### src/logic/dcr_cfg.svh
// Offsets, field positions, reset values and counts of the register bank.
// Assumes inclusion by each design file that uses its macros; guarded against repeats.
`ifndef DCR_CFG_SVH
`define DCR_CFG_SVH
`define DCR_ADDR_PRIMARY 5'h00
`define DCR_ADDR_ANALOG 5'h01
`define DCR_ADDR_SCALE 5'h02
`define DCR_ADDR_RAMP 5'h03
`define DCR_ADDR_FREQ 5'h04
`define DCR_ADDR_PHASE 5'h05
`define DCR_RST_PRIMARY 32'h00000000
`define DCR_RST_ANALOG 24'h000000
`define DCR_RST_SCALE 16'h0000
`define DCR_RST_RAMP 8'h00
`define DCR_RST_FREQ 32'h00000000
`define DCR_RST_PHASE 14'h0000
`define DCR_RST_LFSR 16'hACE1
`define DCR_B_RAMP_LOAD 26
`define DCR_B_OSK_EN 25
`define DCR_B_OSK_AUTO 24
`define DCR_B_AUTO_SYNC 23
`define DCR_B_SW_SYNC 22
`define DCR_B_AMP_DITH 20
`define DCR_B_PH_DITH_HI 19
`define DCR_B_PH_DITH_LO 16
`define DCR_B_AUTO_CLR 13
`define DCR_B_SINE 12
`define DCR_B_CLR_ACC 10
`define DCR_B_IN_ONLY 9
`define DCR_B_LSB_FIRST 8
`define DCR_B_DIG_PD 7
`define DCR_B_DAC_PD 5
`define DCR_B_CLKIN_PD 4
`define DCR_B_PD_MODE 3
`define DCR_B_SYNC_DIS 1
`define DCR_B2_HW_SYNC 10
`define DCR_B2_PRIME_DIS 8
`define DCR_SCALE_FULL 14'h3FFF
`define DCR_SYNC_STEP 2'h1
`define DCR_SYNC_ADV 2'h2
`endif

### src/logic/dcr_pkg.sv
// Types shared by the register bank and its serial port.
// Assumes dcr_cfg.svh for the register offsets.
`include "dcr_cfg.svh"
package dcr_pkg;
	typedef enum logic [1:0] {SP_IDLE, SP_INSTR, SP_DATA} dcr_sp_state_t;
	function automatic logic [2:0] dcr_reg_bytes(input logic [4:0] addr);
		if (addr == `DCR_ADDR_PRIMARY || addr == `DCR_ADDR_FREQ) begin
			return 3'h4;
		end else if (addr == `DCR_ADDR_ANALOG) begin
			return 3'h3;
		end else if (addr == `DCR_ADDR_SCALE || addr == `DCR_ADDR_PHASE) begin
			return 3'h2;
		end
		return 3'h1;
	endfunction
endpackage

### src/logic/dcr_if.sv
// Register access carrier between the bank and its serial port.
// Assumes one ref_clk domain on both ends.
interface dcr_if;
	logic wr_stb;
	logic [4:0] addr;
	logic [31:0] wdata;
	logic [31:0] rdata;
	logic lsb_first;
	logic three_wire;
	modport regs(input wr_stb, addr, wdata, output rdata, lsb_first, three_wire);
	modport port(output wr_stb, addr, wdata, input rdata, lsb_first, three_wire);
endinterface

### src/logic/dcr_sync2.sv
// Two-flop synchroniser for asynchronous pins.
// Assumes each bit is an independent level.
module dcr_sync2 #(parameter int WIDTH = 1) (
	input wire logic ref_clk,
	input wire logic arst_n,
	input wire logic [WIDTH-1:0] d,
	output logic [WIDTH-1:0] q
);
	logic [WIDTH-1:0] meta_r;
	always_ff @(posedge ref_clk or negedge arst_n) begin
		if (!arst_n) begin
			meta_r <= '0;
			q <= '0;
		end else begin
			meta_r <= d;
			q <= meta_r;
		end
	end
endmodule

### src/logic/dcr_serial.sv
// Serial control port: instruction byte, then register data in either bit order.
// Assumes synchronised pins and SCLK below an eighth of ref_clk.
`include "dcr_cfg.svh"
module dcr_serial
	import dcr_pkg::*;
(
	input wire logic ref_clk,
	input wire logic arst_n,
	input wire logic sclk_s,
	input wire logic cs_n_s,
	input wire logic sdio_s,
	output logic sdio_o,
	output logic sdio_oe,
	output logic sdo_o,
	output logic sdo_oe,
	dcr_if.port bus
);
	dcr_sp_state_t state_r;
	logic sclk_d_r;
	logic [5:0] cnt_r;
	logic [7:0] instr_r;
	logic [31:0] shift_r;
	logic [31:0] wdata_r;
	logic out_r;
	logic wr_r;
	logic rise;
	logic fall;
	logic rd;
	logic [5:0] last;
	logic [5:0] bidx;
	logic [31:0] shift_nxt;
	assign rise = sclk_s & ~sclk_d_r;
	assign fall = ~sclk_s & sclk_d_r;
	assign rd = instr_r[7];
	assign last = (state_r == SP_INSTR) ? 6'h07 : {dcr_reg_bytes(instr_r[4:0]), 3'h0} - 6'h01;
	assign bidx = bus.lsb_first ? cnt_r : last - cnt_r; // see (RULE11)
	assign shift_nxt = (shift_r & ~(32'h00000001 << bidx)) | ({31'h0, sdio_s} << bidx);
	assign bus.wr_stb = wr_r;
	assign bus.wdata = wdata_r;
	assign bus.addr = instr_r[4:0];
	// Read data leave on SDIO in two-wire mode, on SDO in three-wire mode
	assign sdio_oe = (state_r == SP_DATA) & rd & ~bus.three_wire; // see (RULE10)
	assign sdo_oe = (state_r == SP_DATA) & rd & bus.three_wire;
	assign sdio_o = out_r;
	assign sdo_o = out_r;
	always_ff @(posedge ref_clk or negedge arst_n) begin
		if (!arst_n) begin
			state_r <= SP_IDLE;
			sclk_d_r <= 1'b0;
			cnt_r <= 6'h00;
			instr_r <= 8'h00;
			shift_r <= 32'h00000000;
			wdata_r <= 32'h00000000;
			out_r <= 1'b0;
			wr_r <= 1'b0;
		end else begin
			sclk_d_r <= sclk_s;
			wr_r <= 1'b0;
			if (cs_n_s) begin
				state_r <= SP_IDLE;
				cnt_r <= 6'h00;
			end else begin
				case (state_r)
					SP_IDLE: begin
						state_r <= SP_INSTR;
						shift_r <= 32'h00000000;
					end
					SP_INSTR: if (rise) begin
						cnt_r <= (cnt_r == last) ? 6'h00 : cnt_r + 6'h01;
						shift_r <= (cnt_r == last) ? 32'h00000000 : shift_nxt;
						if (cnt_r == last) begin
							instr_r <= shift_nxt[7:0];
							state_r <= SP_DATA;
						end
					end
					SP_DATA: if (rise) begin
						cnt_r <= (cnt_r == last) ? 6'h00 : cnt_r + 6'h01;
						shift_r <= (cnt_r == last) ? 32'h00000000 : shift_nxt;
						if (cnt_r == last) begin
							wr_r <= ~rd;
							wdata_r <= shift_nxt;
							state_r <= SP_INSTR;
						end
					end else if (fall && rd) begin
						out_r <= bus.rdata[bidx[4:0]];
					end
					default: state_r <= SP_IDLE;
				endcase
			end
		end
	end
endmodule

### src/logic/dcr_top.sv
// Control register bank of a direct digital synthesizer and the core logic it steers.
// Assumes pins are asynchronous to ref_clk, the system clock.
// How it works
// (RULE1) Ramp timer reloads at one, optionally on transfer
// (RULE2) Keying disabled bypasses amplitude scaling entirely
// (RULE3) Keying mode bit picks manual or automatic
// (RULE4) Automatic sync active only while bit set
// (RULE5) Software sync advances clock once, self-clears
// (RULE6) Dither bits enable amplitude and phase dithering
// (RULE7) Auto-clear zeroes accumulator on each transfer; the code skips it while halt is set
// (RULE8) Waveform bit selects cosine or sine
// (RULE9) Clear bit holds accumulator at zero
// (RULE10) Input-only bit selects three-wire serial mode
// (RULE11) Bit-order bit accepts least significant first
// (RULE12) Digital power-down stops core, keeps serial port
// (RULE13) Converter and clock-input power-down bits
// (RULE14) Power-down pin mode: digital only or all
// (RULE15) Sync clock disable forces pin low, undriven
// (RULE16) Analog control word goes out unchanged
// (RULE17) Hardware sync edge advances clock, no self-clear
// (RULE18) Prime data disable holds prime outputs low
// (RULE19) Scale word: step and cap, or factor
// (RULE20) Ramp rate paces scale counter in automatic mode
// (RULE21) Tuning word is the accumulator increment
// (RULE22) Phase offset added to accumulator output
// (RULE23) New tuning word acts after transfer strobe
// (RULE24) Step field encodes one, two, four, eight
`include "dcr_cfg.svh"
module dcr_top
	import dcr_pkg::*;
(
	input wire logic ref_clk,
	input wire logic arst_n,
	input wire logic sclk,
	input wire logic cs_n,
	input wire logic sdio_i,
	output logic sdio_o,
	output logic sdio_oe,
	output logic sdo_o,
	output logic sdo_oe,
	input wire logic io_update,
	input wire logic sync_in,
	input wire logic shaped_keying,
	input wire logic power_down_pin,
	output logic sync_clock_pin,
	output logic sync_clock_pin_oe,
	output logic [18:0] phase_word,
	output logic sine_sel,
	output logic amp_dither,
	output logic scale_bypass,
	output logic [13:0] scale_factor,
	output logic [23:0] analog_control,
	output logic dac_prime_en,
	output logic auto_sync_en,
	output logic digital_pd,
	output logic dac_digital_pd,
	output logic dac_pd,
	output logic clkin_pd,
	output logic pll_pd
);
	dcr_if bus();
	logic [6:0] pin_raw;
	logic [6:0] pin_s;
	logic sclk_s;
	logic cs_n_s;
	logic sdio_s;
	logic upd_s;
	logic sync_s;
	logic osk_s;
	logic pd_s;
	logic upd_d_r;
	logic sync_d_r;
	logic osk_d_r;
	logic upd_pulse;
	logic sync_rise;
	logic osk_chg;
	logic [31:0] primary_buf_r;
	logic [23:0] analog_buf_r;
	logic [15:0] scale_buf_r;
	logic [7:0] ramp_rate_buf_r;
	logic [31:0] freq_buf_r;
	logic [13:0] phase_buf_r;
	logic [31:0] primary_r;
	logic [23:0] analog_r;
	logic [15:0] scale_r;
	logic [7:0] ramp_rate_r;
	logic [31:0] freq_r;
	logic [13:0] phase_r;
	logic [31:0] acc_r;
	logic [7:0] tmr_r;
	logic [13:0] lvl_r;
	logic [1:0] div_r;
	logic [15:0] lfsr_r;
	logic [18:0] phase_word_r;
	logic [13:0] sf_r;
	logic bypass_r;
	logic dith_r;
	logic sync_clk_r;
	logic sync_oe_r;
	logic prime_en_r;
	logic [4:0] pd_r;
	logic wr_primary;
	logic wr_analog;
	logic wr_scale;
	logic wr_ramp;
	logic wr_freq;
	logic wr_phase;
	logic osk_en;
	logic osk_auto;
	logic halt;
	logic full_pd;
	logic sw_adv;
	logic hw_adv;
	logic ramp_run;
	logic ramp_step;
	logic tmr_load;
	logic [7:0] arr_load;
	logic [13:0] step;
	logic [14:0] up_sum;
	logic [13:0] lvl_nxt;
	logic [1:0] div_nxt;
	logic [31:0] phase_sum;
	logic [18:0] dither_mask;

	assign pin_raw = {power_down_pin, shaped_keying, sync_in, io_update, sdio_i, cs_n, sclk};
	dcr_sync2 #(.WIDTH(7)) u_sync (
		.ref_clk(ref_clk),
		.arst_n(arst_n),
		.d(pin_raw),
		.q(pin_s)
	);
	assign sclk_s = pin_s[0];
	assign cs_n_s = pin_s[1];
	assign sdio_s = pin_s[2];
	assign upd_s = pin_s[3];
	assign sync_s = pin_s[4];
	assign osk_s = pin_s[5];
	assign pd_s = pin_s[6];

	dcr_serial u_serial (
		.ref_clk(ref_clk),
		.arst_n(arst_n),
		.sclk_s(sclk_s),
		.cs_n_s(cs_n_s),
		.sdio_s(sdio_s),
		.sdio_o(sdio_o),
		.sdio_oe(sdio_oe),
		.sdo_o(sdo_o),
		.sdo_oe(sdo_oe),
		.bus(bus.port)
	);

	// Register write decode and read-back of the staged values
	assign wr_primary = bus.wr_stb && (bus.addr == `DCR_ADDR_PRIMARY);
	assign wr_analog = bus.wr_stb && (bus.addr == `DCR_ADDR_ANALOG);
	assign wr_scale = bus.wr_stb && (bus.addr == `DCR_ADDR_SCALE);
	assign wr_ramp = bus.wr_stb && (bus.addr == `DCR_ADDR_RAMP);
	assign wr_freq = bus.wr_stb && (bus.addr == `DCR_ADDR_FREQ);
	assign wr_phase = bus.wr_stb && (bus.addr == `DCR_ADDR_PHASE);
	always_comb begin
		if (bus.addr == `DCR_ADDR_PRIMARY) begin
			bus.rdata = primary_buf_r;
		end else if (bus.addr == `DCR_ADDR_ANALOG) begin
			bus.rdata = {8'h00, analog_buf_r};
		end else if (bus.addr == `DCR_ADDR_SCALE) begin
			bus.rdata = {16'h0000, scale_buf_r};
		end else if (bus.addr == `DCR_ADDR_RAMP) begin
			bus.rdata = {24'h000000, ramp_rate_buf_r};
		end else if (bus.addr == `DCR_ADDR_FREQ) begin
			bus.rdata = freq_buf_r;
		end else if (bus.addr == `DCR_ADDR_PHASE) begin
			bus.rdata = {18'h00000, phase_buf_r};
		end else begin
			bus.rdata = 32'h00000000;
		end
	end
	// Serial format follows the transferred word, so a mode change lands between frames
	assign bus.three_wire = primary_r[`DCR_B_IN_ONLY]; // see (RULE10)
	assign bus.lsb_first = primary_r[`DCR_B_LSB_FIRST]; // see (RULE11)

	// Strobe and pin edges, from the second synchroniser flop only
	always_ff @(posedge ref_clk or negedge arst_n) begin
		if (!arst_n) begin
			upd_d_r <= 1'b0;
			sync_d_r <= 1'b0;
			osk_d_r <= 1'b0;
		end else begin
			upd_d_r <= upd_s;
			sync_d_r <= sync_s;
			osk_d_r <= osk_s;
		end
	end
	assign upd_pulse = upd_s & ~upd_d_r;
	assign sync_rise = sync_s & ~sync_d_r;
	assign osk_chg = osk_s ^ osk_d_r;

	// Staging registers; a host write wins over the self-clear
	always_ff @(posedge ref_clk or negedge arst_n) begin
		if (!arst_n) begin
			primary_buf_r <= `DCR_RST_PRIMARY;
		end else if (wr_primary) begin
			primary_buf_r <= bus.wdata;
		end else if (sw_adv) begin
			primary_buf_r[`DCR_B_SW_SYNC] <= 1'b0; // see (RULE5)
		end
	end
	always_ff @(posedge ref_clk or negedge arst_n) begin
		if (!arst_n) begin
			analog_buf_r <= `DCR_RST_ANALOG;
			scale_buf_r <= `DCR_RST_SCALE;
			ramp_rate_buf_r <= `DCR_RST_RAMP;
			freq_buf_r <= `DCR_RST_FREQ;
			phase_buf_r <= `DCR_RST_PHASE;
		end else begin
			if (wr_analog) analog_buf_r <= bus.wdata[23:0];
			if (wr_scale) scale_buf_r <= bus.wdata[15:0];
			if (wr_ramp) ramp_rate_buf_r <= bus.wdata[7:0];
			if (wr_freq) freq_buf_r <= bus.wdata;
			if (wr_phase) phase_buf_r <= bus.wdata[13:0];
		end
	end
	// Active registers load only on the transfer strobe; the software sync bit also self-clears
	always_ff @(posedge ref_clk or negedge arst_n) begin
		if (!arst_n) begin
			primary_r <= `DCR_RST_PRIMARY;
			analog_r <= `DCR_RST_ANALOG;
			scale_r <= `DCR_RST_SCALE;
			ramp_rate_r <= `DCR_RST_RAMP;
			freq_r <= `DCR_RST_FREQ;
			phase_r <= `DCR_RST_PHASE;
		end else if (upd_pulse) begin
			primary_r <= primary_buf_r;
			analog_r <= analog_buf_r;
			scale_r <= scale_buf_r;
			ramp_rate_r <= ramp_rate_buf_r;
			freq_r <= freq_buf_r; // see (RULE23)
			phase_r <= phase_buf_r;
		end else if (sw_adv) begin
			primary_r[`DCR_B_SW_SYNC] <= 1'b0; // see (RULE5)
		end
	end

	assign osk_en = primary_r[`DCR_B_OSK_EN];
	assign osk_auto = primary_r[`DCR_B_OSK_AUTO] & osk_en; // see (RULE3)
	assign full_pd = pd_s & primary_r[`DCR_B_PD_MODE];
	assign halt = primary_r[`DCR_B_DIG_PD] | pd_s; // see (RULE12)

	// Phase accumulator; clear has priority over power-down hold
	always_ff @(posedge ref_clk or negedge arst_n) begin
		if (!arst_n) begin
			acc_r <= 32'h00000000;
		end else if (primary_r[`DCR_B_CLR_ACC]) begin
			acc_r <= 32'h00000000; // see (RULE9)
		end else if (upd_pulse && primary_buf_r[`DCR_B_AUTO_CLR] && !halt) begin
			acc_r <= 32'h00000000; // see (RULE7)
		end else if (!halt) begin
			acc_r <= acc_r + freq_r; // see (RULE21)
		end
	end

	// Phase offset lands on the top 14 bits; only the truncated field goes on
	assign phase_sum = acc_r + {phase_r, 18'h00000}; // see (RULE22)
	assign dither_mask = {15'h0000, primary_r[`DCR_B_PH_DITH_HI:`DCR_B_PH_DITH_LO] & lfsr_r[3:0]};
	always_ff @(posedge ref_clk or negedge arst_n) begin
		if (!arst_n) begin
			lfsr_r <= `DCR_RST_LFSR;
			phase_word_r <= 19'h00000;
			dith_r <= 1'b0;
		end else if (!halt) begin
			lfsr_r <= {lfsr_r[14:0], lfsr_r[15] ^ lfsr_r[13] ^ lfsr_r[12] ^ lfsr_r[10]};
			phase_word_r <= phase_sum[31:13] ^ dither_mask; // see (RULE6)
			dith_r <= primary_r[`DCR_B_AMP_DITH] & lfsr_r[4]; // see (RULE6)
		end
	end

	// Ramp timer and automatic scale counter
	assign ramp_run = osk_auto & ~halt;
	assign ramp_step = ramp_run & (tmr_r == 8'h01);
	assign arr_load = upd_pulse ? ramp_rate_buf_r : ramp_rate_r;
	// Zero also reloads so an empty rate cannot wrap the timer
	assign tmr_load = (tmr_r <= 8'h01) | (upd_pulse & primary_buf_r[`DCR_B_RAMP_LOAD]) | osk_chg;
	assign step = 14'h0001 << scale_r[15:14]; // see (RULE24)
	assign up_sum = {1'b0, lvl_r} + {1'b0, step};
	always_comb begin
		if (osk_s) begin
			lvl_nxt = (up_sum > {1'b0, scale_r[13:0]}) ? scale_r[13:0] : up_sum[13:0]; // see (RULE19)
		end else begin
			lvl_nxt = (lvl_r < step) ? 14'h0000 : lvl_r - step;
		end
	end
	always_ff @(posedge ref_clk or negedge arst_n) begin
		if (!arst_n) begin
			tmr_r <= `DCR_RST_RAMP;
			lvl_r <= 14'h0000;
		end else if (ramp_run) begin
			tmr_r <= tmr_load ? arr_load : tmr_r - 8'h01; // see (RULE1) (RULE20)
			if (ramp_step) lvl_r <= lvl_nxt;
		end
	end

	// Output scaling select
	always_ff @(posedge ref_clk or negedge arst_n) begin
		if (!arst_n) begin
			bypass_r <= 1'b1;
			sf_r <= `DCR_SCALE_FULL;
		end else begin
			bypass_r <= ~osk_en; // see (RULE2)
			sf_r <= !osk_en ? `DCR_SCALE_FULL : (osk_auto ? lvl_r : scale_r[13:0]); // see (RULE19)
		end
	end

	// Sync clock runs at a quarter rate; an advance skips one phase step
	assign sw_adv = primary_r[`DCR_B_SW_SYNC]; // see (RULE5)
	assign hw_adv = analog_r[`DCR_B2_HW_SYNC] & sync_rise; // see (RULE17)
	assign div_nxt = div_r + ((sw_adv | hw_adv) ? `DCR_SYNC_ADV : `DCR_SYNC_STEP);
	always_ff @(posedge ref_clk or negedge arst_n) begin
		if (!arst_n) begin
			div_r <= 2'h0;
			sync_clk_r <= 1'b0;
			sync_oe_r <= 1'b1;
		end else begin
			div_r <= div_nxt;
			sync_clk_r <= div_nxt[1] & ~primary_r[`DCR_B_SYNC_DIS]; // see (RULE15)
			sync_oe_r <= ~primary_r[`DCR_B_SYNC_DIS]; // see (RULE15)
		end
	end

	// Power-down and analog-side controls
	always_ff @(posedge ref_clk or negedge arst_n) begin
		if (!arst_n) begin
			pd_r <= 5'h00;
			prime_en_r <= 1'b0;
		end else begin
			pd_r[0] <= halt;
			pd_r[1] <= pd_s; // see (RULE14)
			pd_r[2] <= primary_r[`DCR_B_DAC_PD] | full_pd; // see (RULE13) (RULE14)
			pd_r[3] <= primary_r[`DCR_B_CLKIN_PD] | full_pd; // see (RULE13)
			pd_r[4] <= full_pd; // see (RULE14)
			prime_en_r <= ~analog_r[`DCR_B2_PRIME_DIS] & ~halt; // see (RULE18)
		end
	end

	assign phase_word = phase_word_r;
	assign sine_sel = primary_r[`DCR_B_SINE]; // see (RULE8)
	assign amp_dither = dith_r;
	assign scale_bypass = bypass_r;
	assign scale_factor = sf_r;
	assign analog_control = analog_r; // see (RULE16)
	assign dac_prime_en = prime_en_r;
	assign auto_sync_en = primary_r[`DCR_B_AUTO_SYNC]; // see (RULE4)
	assign sync_clock_pin = sync_clk_r;
	assign sync_clock_pin_oe = sync_oe_r;
	assign digital_pd = pd_r[0];
	assign dac_digital_pd = pd_r[1];
	assign dac_pd = pd_r[2];
	assign clkin_pd = pd_r[3];
	assign pll_pd = pd_r[4];
endmodule

### config.mk
export PLATFORM = sky130hd
export DESIGN_NAME = dcr_top
export DESIGN_NICKNAME = d
export VERILOG_FILES = /design/src/logic/dcr_pkg.sv /design/src/logic/dcr_if.sv /design/src/logic/dcr_sync2.sv /design/src/logic/dcr_serial.sv /design/src/logic/dcr_top.sv
export VERILOG_INCLUDE_DIRS = /design/src /design/src/logic
export SDC_FILE = /design/constraint.sdc
export NUM_CORES = 1
export LEC_CHECK = 0
export ABC_AREA = 1
export BUFFER_PORTS_ARGS = -buffer_cell sky130_fd_sc_hd__buf_2
export CAP_MARGIN = 20
export CORE_MARGIN = 3
export CORE_UTILIZATION = 60
export CTS_BUF_LIST = sky130_fd_sc_hd__clkbuf_8
export DETAILED_ROUTE_END_ITERATION = 7
export HOLD_SLACK_MARGIN = 0.05
export PLACE_DENSITY = 0.83
export SYNTH_ARGS = -nofsm -noshare
export SYNTH_HDL_FRONTEND = slang
export SYNTH_SLANG_ARGS = --single-unit
### constraint.sdc
create_clock -name ref_clk -period 3.6 [get_ports ref_clk]
set_clock_uncertainty 0.1 [all_clocks]
set_input_delay 0.36 -clock ref_clk [delete_from_list [all_inputs] [get_ports ref_clk]]
set_output_delay 0.36 -clock ref_clk [all_outputs]
set_load 0.1 [all_outputs]
==> tab_implementation.tex, run 1 <==
\begin{tabular}{lr}
\hline
Metric & Value \\
\hline
\multicolumn{2}{l}{\textbf{Floorplanning}} \\
\quad Horizontal die dimension & 200 um \\
\quad Placement row count & 70 \\
\quad Total die area & about 40,000 um2 \\
\quad Chip height & around 200 um \\
\quad Core region area & $\sim$37,000 um2 \\
\quad Initial cell density of the core & slightly above 60\% \\
\quad Top Ports & a little over 80 \\
\multicolumn{2}{l}{\textbf{Yosys}} \\
\quad Flip-flop and latch count after synthesis & about 450 \\
\quad Most used standard cell by instance count after synthesis & sky130\_fd\_sc\_hd\_\_nand2\_1 \\
\quad Post-synthesis instance area & between 20,000 and 25,000 um2 \\
\quad Count of cell types in the netlist & 54 \\
\quad Synth top area share & between 40\% and 50\% \\
\quad Biggest area contributors in the synthesized netlist & sky130\_fd\_sc\_hd\_\_dfrtp\_1 (47\%), sky130\_fd\_sc\_hd\_\_nand2\_1 (14\%), sky130\_fd\_sc\_hd\_\_o21ai\_0 (7.4\%), sky130\_fd\_sc\_hd\_\_inv\_1 (4.4\%), sky130\_fd\_sc\_hd\_\_ha\_1 (4.2\%) \\
\quad Total number of yosys warnings & 0 \\
\quad Biggest area consumer among synthesized cells & sky130\_fd\_sc\_hd\_\_dfrtp\_1 \\
\quad Post-synth EDFFs & 0 \\
\quad Sequential cell area fraction in the yosys report & $\sim$50\% \\
\quad Ranking of synthesized cells by instance count & sky130\_fd\_sc\_hd\_\_nand2\_1 (867), sky130\_fd\_sc\_hd\_\_dfrtp\_1 (427), sky130\_fd\_sc\_hd\_\_o21ai\_0 (335) \\
\quad Synthesized netlist cell count & 2,817 \\
\quad Most common flop cell mapped by yosys & sky130\_fd\_sc\_hd\_\_dfrtp\_1 \\
\quad Async set or reset register ratio after synthesis & 100\% \\
\quad Net count after synthesis & 2,906 \\
\quad Mean instance size in the synthesized netlist & 8.05 um2 \\
\multicolumn{2}{l}{\textbf{STA}} \\
\quad Relative slew margins & 31.6\% \\
\quad Fin. Hold Viols & 0 \\
\quad Final period demand of the worst path & around 3.5 ns \\
\quad TNS Setup & 0 ns \\
\quad Final Slew Violations & 0 \\
\quad Final worst slack & around 0.077 ns \\
\quad Top achievable clock speed & roughly 280 MHz \\
\quad Worst Tran Pin Value & slightly above 1 ns \\
\quad \# setup viols final & 0 \\
\quad Crit share post-route & 97.9\% \\
\quad Unrepaired setup endpoints after global routing & yes \\
\multicolumn{2}{l}{\textbf{Layout}} \\
\quad Post-layout net count & 3,010 \\
\quad Diode count & 0 \\
\quad Final Core Density & slightly below 70\% \\
\quad Share of post-route cells with drive strength above 1 & between 10\% and 20\% \\
\quad Post-synthesis to final-layout area growth & 12.9\% \\
\multicolumn{2}{l}{\textbf{GRT}} \\
\quad Vias in the first global route & a little under 20,000 \\
\quad Gr ovfl total & 0 \\
\quad Pin count of the biggest net entering global routing & 94 \\
\quad Number of antenna violations at the first check in global routing & 0 \\
\quad Overall routing resource usage & about a third \\
\quad First-pass GRT wire length & 103,000 um \\
\multicolumn{2}{l}{\textbf{Route}} \\
\quad TritonRoute pass-1 iters & 8 \\
\quad Total Wirelength & 63,900 um \\
\quad Count of antenna-violating nets left after detailed routing & 0 \\
\quad DR vias/cell & 5.77 \\
\quad Total DRC errors in the routed layout & 2 \\
\quad Total number of vias & approximately 20,000 \\
\quad DRT iter0 DRCs & $\sim$1,800 \\
\quad Avg WL per Cell & roughly 18 um \\
\multicolumn{2}{l}{\textbf{Clock tree}} \\
\quad TritonCTS Buffers & between 70 and 80 \\
\quad Clock tree from TritonCTS & yes \\
\quad Clock latency on the worst-skew pair & between 0.6 and 0.7 ns \\
\quad CTS max path bufs & 3 \\
\quad CTS sink count & approximately 450 \\
\quad H-tree levels & 3 \\
\quad Clock transition at the register clock pins on the worst setup and hold paths after CTS & $\sim$0.06 ns \\
\quad Root buffer cell & sky130\_fd\_sc\_hd\_\_clkbuf\_8 \\
\multicolumn{2}{l}{\textbf{Worst setup path}} \\
\quad Cell family contributing the most delay on the critical path & simple AND/OR/NAND/NOR gates \\
\quad Startpoint types & flip-flop \\
\quad Critical setup path kind & reg2reg \\
\quad Highest cell delay on the worst timing path & roughly 0.42 ns \\
\quad Critical Path, Cell by Cell & nor2\_2, ha\_2, inv\_1, fa\_2, nand3b\_1, nand2\_2, nand3\_4, nand3b\_1, xor2\_2, inv\_2, ha\_4, nand2\_2, nor2\_4, nand4\_4, buf\_6, nand2\_4, nand2\_1, nand3\_1, a21oi\_1 \\
\quad Arrival @ worst endpoint & around 3.9 ns \\
\quad Bufs and invs on worst path & 3 \\
\quad Type of element capturing the critical path & flip-flop \\
\quad Destination of the worst register-to-register timing path & lvl\_r[6] \\
\quad Worst reg-to-reg path cell count & 19 \\
\quad Source of the critical timing path & scale\_r[15] \\
\quad Timing endpoint of the critical path & lvl\_r[6] \\
\quad Cell with the largest stage delay on the worst path & sky130\_fd\_sc\_hd\_\_dfrtp\_1 \\
\quad Worst-case register-to-register setup slack & $\sim$0.077 ns \\
\quad Required time of the critical path & roughly 4 ns \\
\quad Top fanout value on the critical path & 7 \\
\quad Critical R2R Launch & scale\_r[15] \\
\quad Number of cells on the critical path & 19 \\
\multicolumn{2}{l}{\textbf{Placed design}} \\
\quad Post-place setup slack & -0.0697 ns \\
\quad Detailed placer's ending HPWL & approximately 45,000 um \\
\quad Number of input and output port buffers inserted & 81 \\
\quad Gp weighted congestion & 0.976 \\
\multicolumn{2}{l}{\textbf{Power}} \\
\quad Fraction of power consumed by the clock network & between 40\% and 50\% \\
\quad Leakage power & between 10 and 15 nW \\
\quad Register share of total power & roughly half \\
\quad Total internal power & between 0.007 and 0.008 W \\
\quad Logic pwr share & a little under a tenth \\
\quad Peak supply drop & about 0.57 mV \\
\quad Net switching power of the design & 0.00286 W \\
\quad Switching portion of total power & a little over a quarter \\
\quad Power density over cell area & 411 nW/um2 \\
\multicolumn{2}{l}{\textbf{Job}} \\
\quad Number of maximum-capacitance violations & 0 \\
\multicolumn{2}{l}{\textbf{Hold path}} \\
\quad Class of the most critical hold timing path & in2async \\
\multicolumn{2}{l}{\textbf{Outcome}} \\
\quad Failing checks & DRC \\
\quad Result of the run & finished, violations left \\
\hline
\end{tabular}
[layout by cell type, fill, tap and decap left out, types with 4 or more instances in the layout]
cell                            instances
sky130_fd_sc_hd__nor4_1                 5
sky130_fd_sc_hd__nand3_2                5
sky130_fd_sc_hd__buf_12                10
sky130_fd_sc_hd__inv_1                289
sky130_fd_sc_hd__buf_2                 80
sky130_fd_sc_hd__o21ai_1               51
sky130_fd_sc_hd__dfstp_2               24
sky130_fd_sc_hd__nand4_1               35
sky130_fd_sc_hd__o211ai_1               8
sky130_fd_sc_hd__nor2_2                 9
sky130_fd_sc_hd__nor3_1                28
sky130_fd_sc_hd__a31oi_1               14
sky130_fd_sc_hd__xor2_2                 6
sky130_fd_sc_hd__dlygate4sd3_1          8
sky130_fd_sc_hd__o21ai_0              334
sky130_fd_sc_hd__or2_2                  5
sky130_fd_sc_hd__buf_6                  4
sky130_fd_sc_hd__clkinv_2              10
sky130_fd_sc_hd__o22ai_1               40
sky130_fd_sc_hd__nand3_1               98
sky130_fd_sc_hd__ha_1                  68
sky130_fd_sc_hd__nor2_1               155
sky130_fd_sc_hd__a21oi_1              123
sky130_fd_sc_hd__nand2_2               10
sky130_fd_sc_hd__ha_4                   7
sky130_fd_sc_hd__o21bai_1               5
sky130_fd_sc_hd__a21oi_2               10
sky130_fd_sc_hd__xnor2_1               11
sky130_fd_sc_hd__nand3b_1              10
sky130_fd_sc_hd__nand2_1              861
sky130_fd_sc_hd__inv_2                 10
sky130_fd_sc_hd__buf_4                 40
sky130_fd_sc_hd__dfrtp_1              426
sky130_fd_sc_hd__clkbuf_8              89
sky130_fd_sc_hd__nor2_4                 8
sky130_fd_sc_hd__xor2_1                26
[worst min-delay path by stage]
stage,to,slack (ns),cells after the start
after detailed placement,u_sync.q[4],0.23,0
after CTS,lvl_r[7],0.18,2
after floorplan,acc_r[0],-0.04,0
after global routing,lvl_r[7],0.22,2
final,lvl_r[7],0.19,2
after global placement,u_sync.q[3],0.23,0
[flip-flops by register name (all words and copies together) (netlist names), 16 cells and up]
name / count
phase_word: 19
analog_buf_r: 24
analog_control: 24
acc_r: 32
u_serial.bus.wdata: 32
lfsr_r: 16
scale_r: 16
freq_buf_r: 32
primary_r: 18
freq_r: 32
primary_buf_r: 32
scale_buf_r: 16
u_serial.shift_r: 32
[final cells by class]
cell class                 count  area [um2]
clock buffer                  89        1220
clock inverter                45         224
fill                        2953       11400
inverter                     272        1020
multi-input combinational   1978       10100
sequential                   451       11300
tap                          504         631
timing repair buffer         143        1040
[power by group through the flow]
stage / Combinational (W) / Sequential (W) / Clock [W]
after floorplan: 0.000563 / 0.00527 / 0
after global routing: 0.00110 / 0.00516 / 0.00464
after detailed placement: 0.000928 / 0.00524 / 0
after CTS: 0.000937 / 0.00515 / 0.00440
after global placement: 0.000906 / 0.00524 / 0
final: 0.00101 / 0.00516 / 0.00434
[through the flow]
stage | total power, W | hold WS, ns | cell area (um2) | std cells
6_report | 0.0105 | 0.189 | 25600 | 3482
2_1_floorplan | 0.00583 | -0.0356 | 22700 | 2817
3_3_place_gp | 0.00615 | 0.232 | 23600 | 3330
5_1_grt | 0.0109 | 0.223 | 25600 | 3482
3_5_place_dp | 0.00617 | 0.235 | 23600 | 3330
4_1_cts | 0.0105 | 0.178 | 25200 | 3473
[metal layers]
metal / part of all wire (%) / wire length (um) / global-route usage, % / vias to the layer above
met4: 4.3 / 2730 / 13.4 / 0
li1: - / - / - / 9424
met5: 0 / 0 / 0 / -
met3: 7.3 / 4670 / 5.25 / 174
met2: 46 / 29200 / 49.0 / 892
met1: 43 / 27300 / 44.4 / 9602
[worst reg2reg max path: stages (launching register included)]
cell	delay (ns)
sky130_fd_sc_hd__dfrtp_1	0.42
sky130_fd_sc_hd__nor2_2	0.15
sky130_fd_sc_hd__ha_2	0.20
sky130_fd_sc_hd__inv_1	0.07
sky130_fd_sc_hd__fa_2	0.35
sky130_fd_sc_hd__nand3b_1	0.17
sky130_fd_sc_hd__nand2_2	0.16
sky130_fd_sc_hd__nand3_4	0.12
sky130_fd_sc_hd__nand3b_1	0.22
sky130_fd_sc_hd__xor2_2	0.18
sky130_fd_sc_hd__inv_2	0.06
sky130_fd_sc_hd__ha_4	0.27
sky130_fd_sc_hd__nand2_2	0.06
sky130_fd_sc_hd__nor2_4	0.14
sky130_fd_sc_hd__nand4_4	0.21
sky130_fd_sc_hd__buf_6	0.19
sky130_fd_sc_hd__nand2_4	0.11
sky130_fd_sc_hd__nand2_1	0.08
sky130_fd_sc_hd__nand3_1	0.07
sky130_fd_sc_hd__a21oi_1	0.07
[cells by family (layout without fill, tap and decap cells)]
kind of cell             after synthesis  after routing  synth area share [%]
AND/OR/NAND/NOR                     1238           1239                  22.5
multiplexers                           1              1                0.0442
flip-flops                           451            451                  49.9
adder cells (fa/ha/maj)               80             80                  4.55
AO/OA/AOI/OAI                        614            614                  14.5
buffers and inverters                389            549                  6.82
XOR/XNOR                              44             44                  1.70
[timing repair]
action,CTS,global route
endpoints found under the setup margin,14,54
resized for setup,1,58
hold buffers,8,0
setup buffers,1,7
hold endpoints to repair,72,0
gates cloned,0,1
pin swaps,1,14
No activity file was read; power rests on OpenSTA's default activity.
==> run 2, diff against run 1 <==
- PLACE_DENSITY: 0.83 -> 0.88
- SYNTH_HIERARCHICAL: default -> 1
==> tab_implementation.tex, run 2 <==
\begin{tabular}{lr}
\hline
Metric & Value \\
\hline
\multicolumn{2}{l}{\textbf{Outcome}} \\
\quad Result of the run & completed \\
\multicolumn{2}{l}{\textbf{Layout}} \\
\quad Share of post-route cells with drive strength above 1 & 11.8\% (-0.15 points) \\
\quad Most common cell after layout, fill and taps aside & sky130\_fd\_sc\_hd\_\_nand2\_1 \\
\quad Number of filler instances in the final layout & 3,011 (+2.0\%) \\
\quad Final Core Density & 68.5\% (-0.73 points) \\
\quad Multi-input gate area in the final layout & 10,300 um2 (+1.7\%) \\
\quad Design area & 26,000 um2 (+1.5\%) \\
\quad Most frequent cells in the layout & sky130\_fd\_sc\_hd\_\_nand2\_1 (946), sky130\_fd\_sc\_hd\_\_dfrtp\_1 (426), sky130\_fd\_sc\_hd\_\_o21ai\_0 (318) \\
\quad Post-synthesis to final-layout area growth & 11.9\% \\
\quad Footprint of the flip-flops and latches & 11,300 um2 (unchanged) \\
\quad Post-layout net count & 3,122 (+3.7\%) \\
\multicolumn{2}{l}{\textbf{Yosys}} \\
\quad Post-synthesis instance area & 23,200 um2 (+2.5\%) \\
\quad Post-synth EDFFs & 0 (unchanged) \\
\quad Mean instance size in the synthesized netlist & 7.91 um2 (-1.7\%) \\
\quad Synth top area share & 46.0\% (-1.1 points) \\
\quad Most common flop cell mapped by yosys & sky130\_fd\_sc\_hd\_\_dfrtp\_1 \\
\quad Ranking of synthesized cells by instance count & sky130\_fd\_sc\_hd\_\_nand2\_1 (949), sky130\_fd\_sc\_hd\_\_dfrtp\_1 (427), sky130\_fd\_sc\_hd\_\_o21ai\_0 (320) \\
\quad Sequential cell area fraction in the yosys report & 48.7\% (-1.2 points) \\
\quad Count of cell types in the netlist & 60 (+11\%) \\
\quad Biggest area consumer among synthesized cells & sky130\_fd\_sc\_hd\_\_dfrtp\_1 \\
\quad Synthesized netlist cell count & 2,936 (+4.2\%) \\
\quad Most used standard cell by instance count after synthesis & sky130\_fd\_sc\_hd\_\_nand2\_1 \\
\quad Total number of yosys warnings & 6 (+6) \\
\quad Async set or reset register ratio after synthesis & 100\% (unchanged) \\
\quad Net count after synthesis & 3,025 (+4.1\%) \\
\quad Biggest area contributors in the synthesized netlist & sky130\_fd\_sc\_hd\_\_dfrtp\_1 (46\%), sky130\_fd\_sc\_hd\_\_nand2\_1 (15\%), sky130\_fd\_sc\_hd\_\_o21ai\_0 (6.9\%), sky130\_fd\_sc\_hd\_\_nand3\_1 (4.8\%), sky130\_fd\_sc\_hd\_\_inv\_1 (4.6\%) \\
\quad Flip-flop and latch count after synthesis & 451 (unchanged) \\
\multicolumn{2}{l}{\textbf{Placed design}} \\
\quad Number of input and output port buffers inserted & 81 (unchanged) \\
\quad Gp weighted congestion & 0.963 (-1.4\%) \\
\quad Cell Area, Placed & 24,100 um2 (+2.0\%) \\
\quad Detailed placer's ending HPWL & 47,100 um (+4.0\%) \\
\quad Post-place setup slack & -0.0132 ns (+0.0564 ns) \\
\multicolumn{2}{l}{\textbf{Power}} \\
\quad Net switching power of the design & 0.00259 W (-9.6\%) \\
\quad Fraction of power consumed by the clock network & 46.4\% (+5.1 points) \\
\quad Leakage power & 13.0 nW (+2.2\%) \\
\quad Peak supply drop & 0.361 mV (-37\%) \\
\quad Logic pwr share & 5.0\% (-4.6 points) \\
\quad Power density over cell area & 405 nW/um2 (-1.4\%) \\
\quad Register share of total power & 48.6\% (-0.4 points) \\
\quad Total internal power & 0.00793 W (+3.7\%) \\
\quad Switching portion of total power & 24.6\% (-2.6 points) \\
\multicolumn{2}{l}{\textbf{STA}} \\
\quad Relative slew margins & 37.3\% (+5.7 points) \\
\quad TNS Setup & 0 ns (unchanged) \\
\quad Final period demand of the worst path & 3.44 ns (-0.0874 ns) \\
\quad Final worst slack & 0.164 ns (+0.0874 ns) \\
\quad Top achievable clock speed & 291 MHz (+2.5\%) \\
\quad Fin. Hold Viols & 0 (unchanged) \\
\quad Worst Tran Pin Value & 0.938 ns (-0.0853 ns) \\
\quad Crit share post-route & 95.4\% (-2.4 points) \\
\quad \# setup viols final & 0 (unchanged) \\
\quad Final Slew Violations & 0 (unchanged) \\
\multicolumn{2}{l}{\textbf{Route}} \\
\quad Avg WL per Cell & 18.3 um (-0.19\%) \\
\quad TritonRoute pass-1 iters & 6 (-2) \\
\quad Total number of vias & 20,900 (+3.9\%) \\
\quad Total Wirelength & 66,000 um (+3.3\%) \\
\quad DR vias/cell & 5.79 (+0.37\%) \\
\quad DRT iter0 DRCs & 2,135 (+15\%) \\
\quad Total DRC errors in the routed layout & 0 (-2) \\
\quad Count of antenna-violating nets left after detailed routing & 0 (unchanged) \\
\multicolumn{2}{l}{\textbf{Clock tree}} \\
\quad Root buffer cell & sky130\_fd\_sc\_hd\_\_clkbuf\_8 \\
\quad Clock latency on the worst-skew pair & 0.66 ns (about the same) \\
\quad Clock transition at the register clock pins on the worst setup and hold paths after CTS & 0.06 ns (about the same) \\
\quad H-tree levels & 3 (unchanged) \\
\quad Clock tree from TritonCTS & yes \\
\quad TritonCTS Buffers & 76 (+1.3\%) \\
\quad CTS max path bufs & 3 (unchanged) \\
\quad CTS sink count & 451 (unchanged) \\
\multicolumn{2}{l}{\textbf{Worst setup path}} \\
\quad Top fanout value on the critical path & 9 (+2) \\
\quad Required time of the critical path & 4.08 ns (+0.07 ns) \\
\quad Arrival @ worst endpoint & 3.92 ns (about the same) \\
\quad Startpoint types & flip-flop \\
\quad Critical setup path kind & reg2reg \\
\quad Type of element capturing the critical path & flip-flop \\
\multicolumn{2}{l}{\textbf{GRT}} \\
\quad Number of antenna violations at the first check in global routing & 1 (+1) \\
\quad Vias in the first global route & 20,100 (+3.3\%) \\
\quad Overall routing resource usage & 32.1\% (+0.58 points) \\
\quad Pin count of the biggest net entering global routing & 89 (-5.3\%) \\
\quad Gr ovfl total & 0 (unchanged) \\
\quad First-pass GRT wire length & 106,000 um (+3.3\%) \\
\multicolumn{2}{l}{\textbf{Floorplanning}} \\
\quad Horizontal die dimension & 203 um (+1.2\%) \\
\quad Total die area & 41,100 um2 (+2.4\%) \\
\quad Placement row count & 71 (+1.4\%) \\
\quad Top Ports & 82 (unchanged) \\
\quad Initial cell density of the core & 61.2\% (-0.11 points) \\
\quad Chip height & 203 um (+1.2\%) \\
\quad Core region area & 37,900 um2 (+2.6\%) \\
\multicolumn{2}{l}{\textbf{Hold path}} \\
\quad Class of the most critical hold timing path & in2async \\
\multicolumn{2}{l}{\textbf{Job}} \\
\quad Number of maximum-capacitance violations & 0 (unchanged) \\
\hline
\end{tabular}
==> run 2: cell types whose count changed after synthesis, moves of 11 or more <==
cell                       previous run  this run
sky130_fd_sc_hd__nand3_1            103       222
sky130_fd_sc_hd__nand2_1            867       949
sky130_fd_sc_hd__o21ai_1             50        12
sky130_fd_sc_hd__o22ai_1             40        12
sky130_fd_sc_hd__inv_1              263       286
sky130_fd_sc_hd__clkbuf_1            85        64
sky130_fd_sc_hd__a21oi_1            134       115
sky130_fd_sc_hd__nor2_1             161       146
sky130_fd_sc_hd__o21ai_0            335       320
sky130_fd_sc_hd__nor3_1              30        16
sky130_fd_sc_hd__o221ai_1             3        15
sky130_fd_sc_hd__nand4_1             35        24
==> run 2: routing by layer <==
layer  global-route usage, %  up-vias  part of all wire (%)  wire length (um)
li1                        -     9723                     -                 -
met1                    44.4     9892                    42             27600
met5                       0        -                     0                 0
met2                    50.3     1071                    45             29800
met3                    6.09      187                   8.6              5670
met4                    13.4        0                   4.4              2880
==> run 2: cells by family (layout without fill, tap and decap cells) <==
group,Yosys count,after routing,synth area share [%]
adder cells (fa/ha/maj),80,80,4.44
other,0,1,0
XOR/XNOR,40,40,1.64
AND/OR/NAND/NOR,1418,1418,25.4
buffers and inverters,418,574,7.34
flip-flops,451,451,48.7
AO/OA/AOI/OAI,527,527,12.4
multiplexers,2,2,0.0916
==> run 2: stage by stage <==
step	hold slack (ns)	total power (W)	instances
final	0.202	0.0105	3604
after global routing	0.249	0.0109	3603
after CTS	0.218	0.0106	3595
after detailed placement	0.236	0.00571	3450
after global placement	0.234	0.00570	3450
after floorplan	-0.0356	0.00550	2936
==> run 2: final cells by class <==
cell class	instances	share of cell area [%]
antenna	1	0.00962
clock buffer	97	5.13
clock inverter	40	1.16
inverter	297	4.30
multi-input combinational	2067	39.7
sequential	451	43.5
tap	511	2.46
timing repair buffer	140	3.73
==> run 2: path summary, 6_finish.rpt <==
path,start,endpoint,slack (ns),depth (start not counted)
worst max-delay path,scale_r[14],lvl_r[7],0.16,21
worst min-delay path,arst_n,div_r[1],0.20,2
worst max register to register,scale_r[14],lvl_r[7],0.16,21
worst min register to register,u_sync/meta_r[3],u_sync/q[3],0.25,0
max in group asynchronous,arst_n,scale_buf_r[6],2.26,3
min in group ref_clk,u_sync/meta_r[3],u_sync/q[3],0.25,0
==> run 2: critical path, cell delays in order, from the launching register on <==
cell and delay [ns]:
sky130_fd_sc_hd__dfrtp_2 0.45, sky130_fd_sc_hd__nor2_2 0.12, sky130_fd_sc_hd__ha_2 0.20, sky130_fd_sc_hd__inv_2 0.06
sky130_fd_sc_hd__fa_2 0.39, sky130_fd_sc_hd__inv_2 0.07, sky130_fd_sc_hd__nand3_2 0.09, sky130_fd_sc_hd__nand2_4 0.11
sky130_fd_sc_hd__nand2_2 0.08, sky130_fd_sc_hd__nor2_4 0.14, sky130_fd_sc_hd__o21ai_1 0.08, sky130_fd_sc_hd__o21ai_1 0.11
sky130_fd_sc_hd__inv_1 0.09, sky130_fd_sc_hd__ha_4 0.27, sky130_fd_sc_hd__nand2_1 0.07, sky130_fd_sc_hd__nor2_2 0.12
sky130_fd_sc_hd__nand4_1 0.10, sky130_fd_sc_hd__nand3b_4 0.23, sky130_fd_sc_hd__buf_12 0.17, sky130_fd_sc_hd__nand3_1 0.07
sky130_fd_sc_hd__nand3_1 0.11, sky130_fd_sc_hd__a21oi_2 0.15
==> run 2: repair_timing <==
action | in CTS | in global routing
setup endpoints to repair | 2 | 15
hold endpoints to repair | 88 | 0
resized for setup | 1 | 28
pin swaps | 0 | 10
buffers inserted | 0 | 8
hold buffers | 8 | 0
==> run 2: power by group through the flow <==
stage / Clock, W / Sequential, W / Combinational [W]
after floorplan: 0 / 0.00522 / 0.000278
final: 0.00488 / 0.00512 / 0.000523
after CTS: 0.00495 / 0.00512 / 0.000519
after detailed placement: 0 / 0.00521 / 0.000509
after global routing: 0.00519 / 0.00511 / 0.000576
after global placement: 0 / 0.00520 / 0.000495
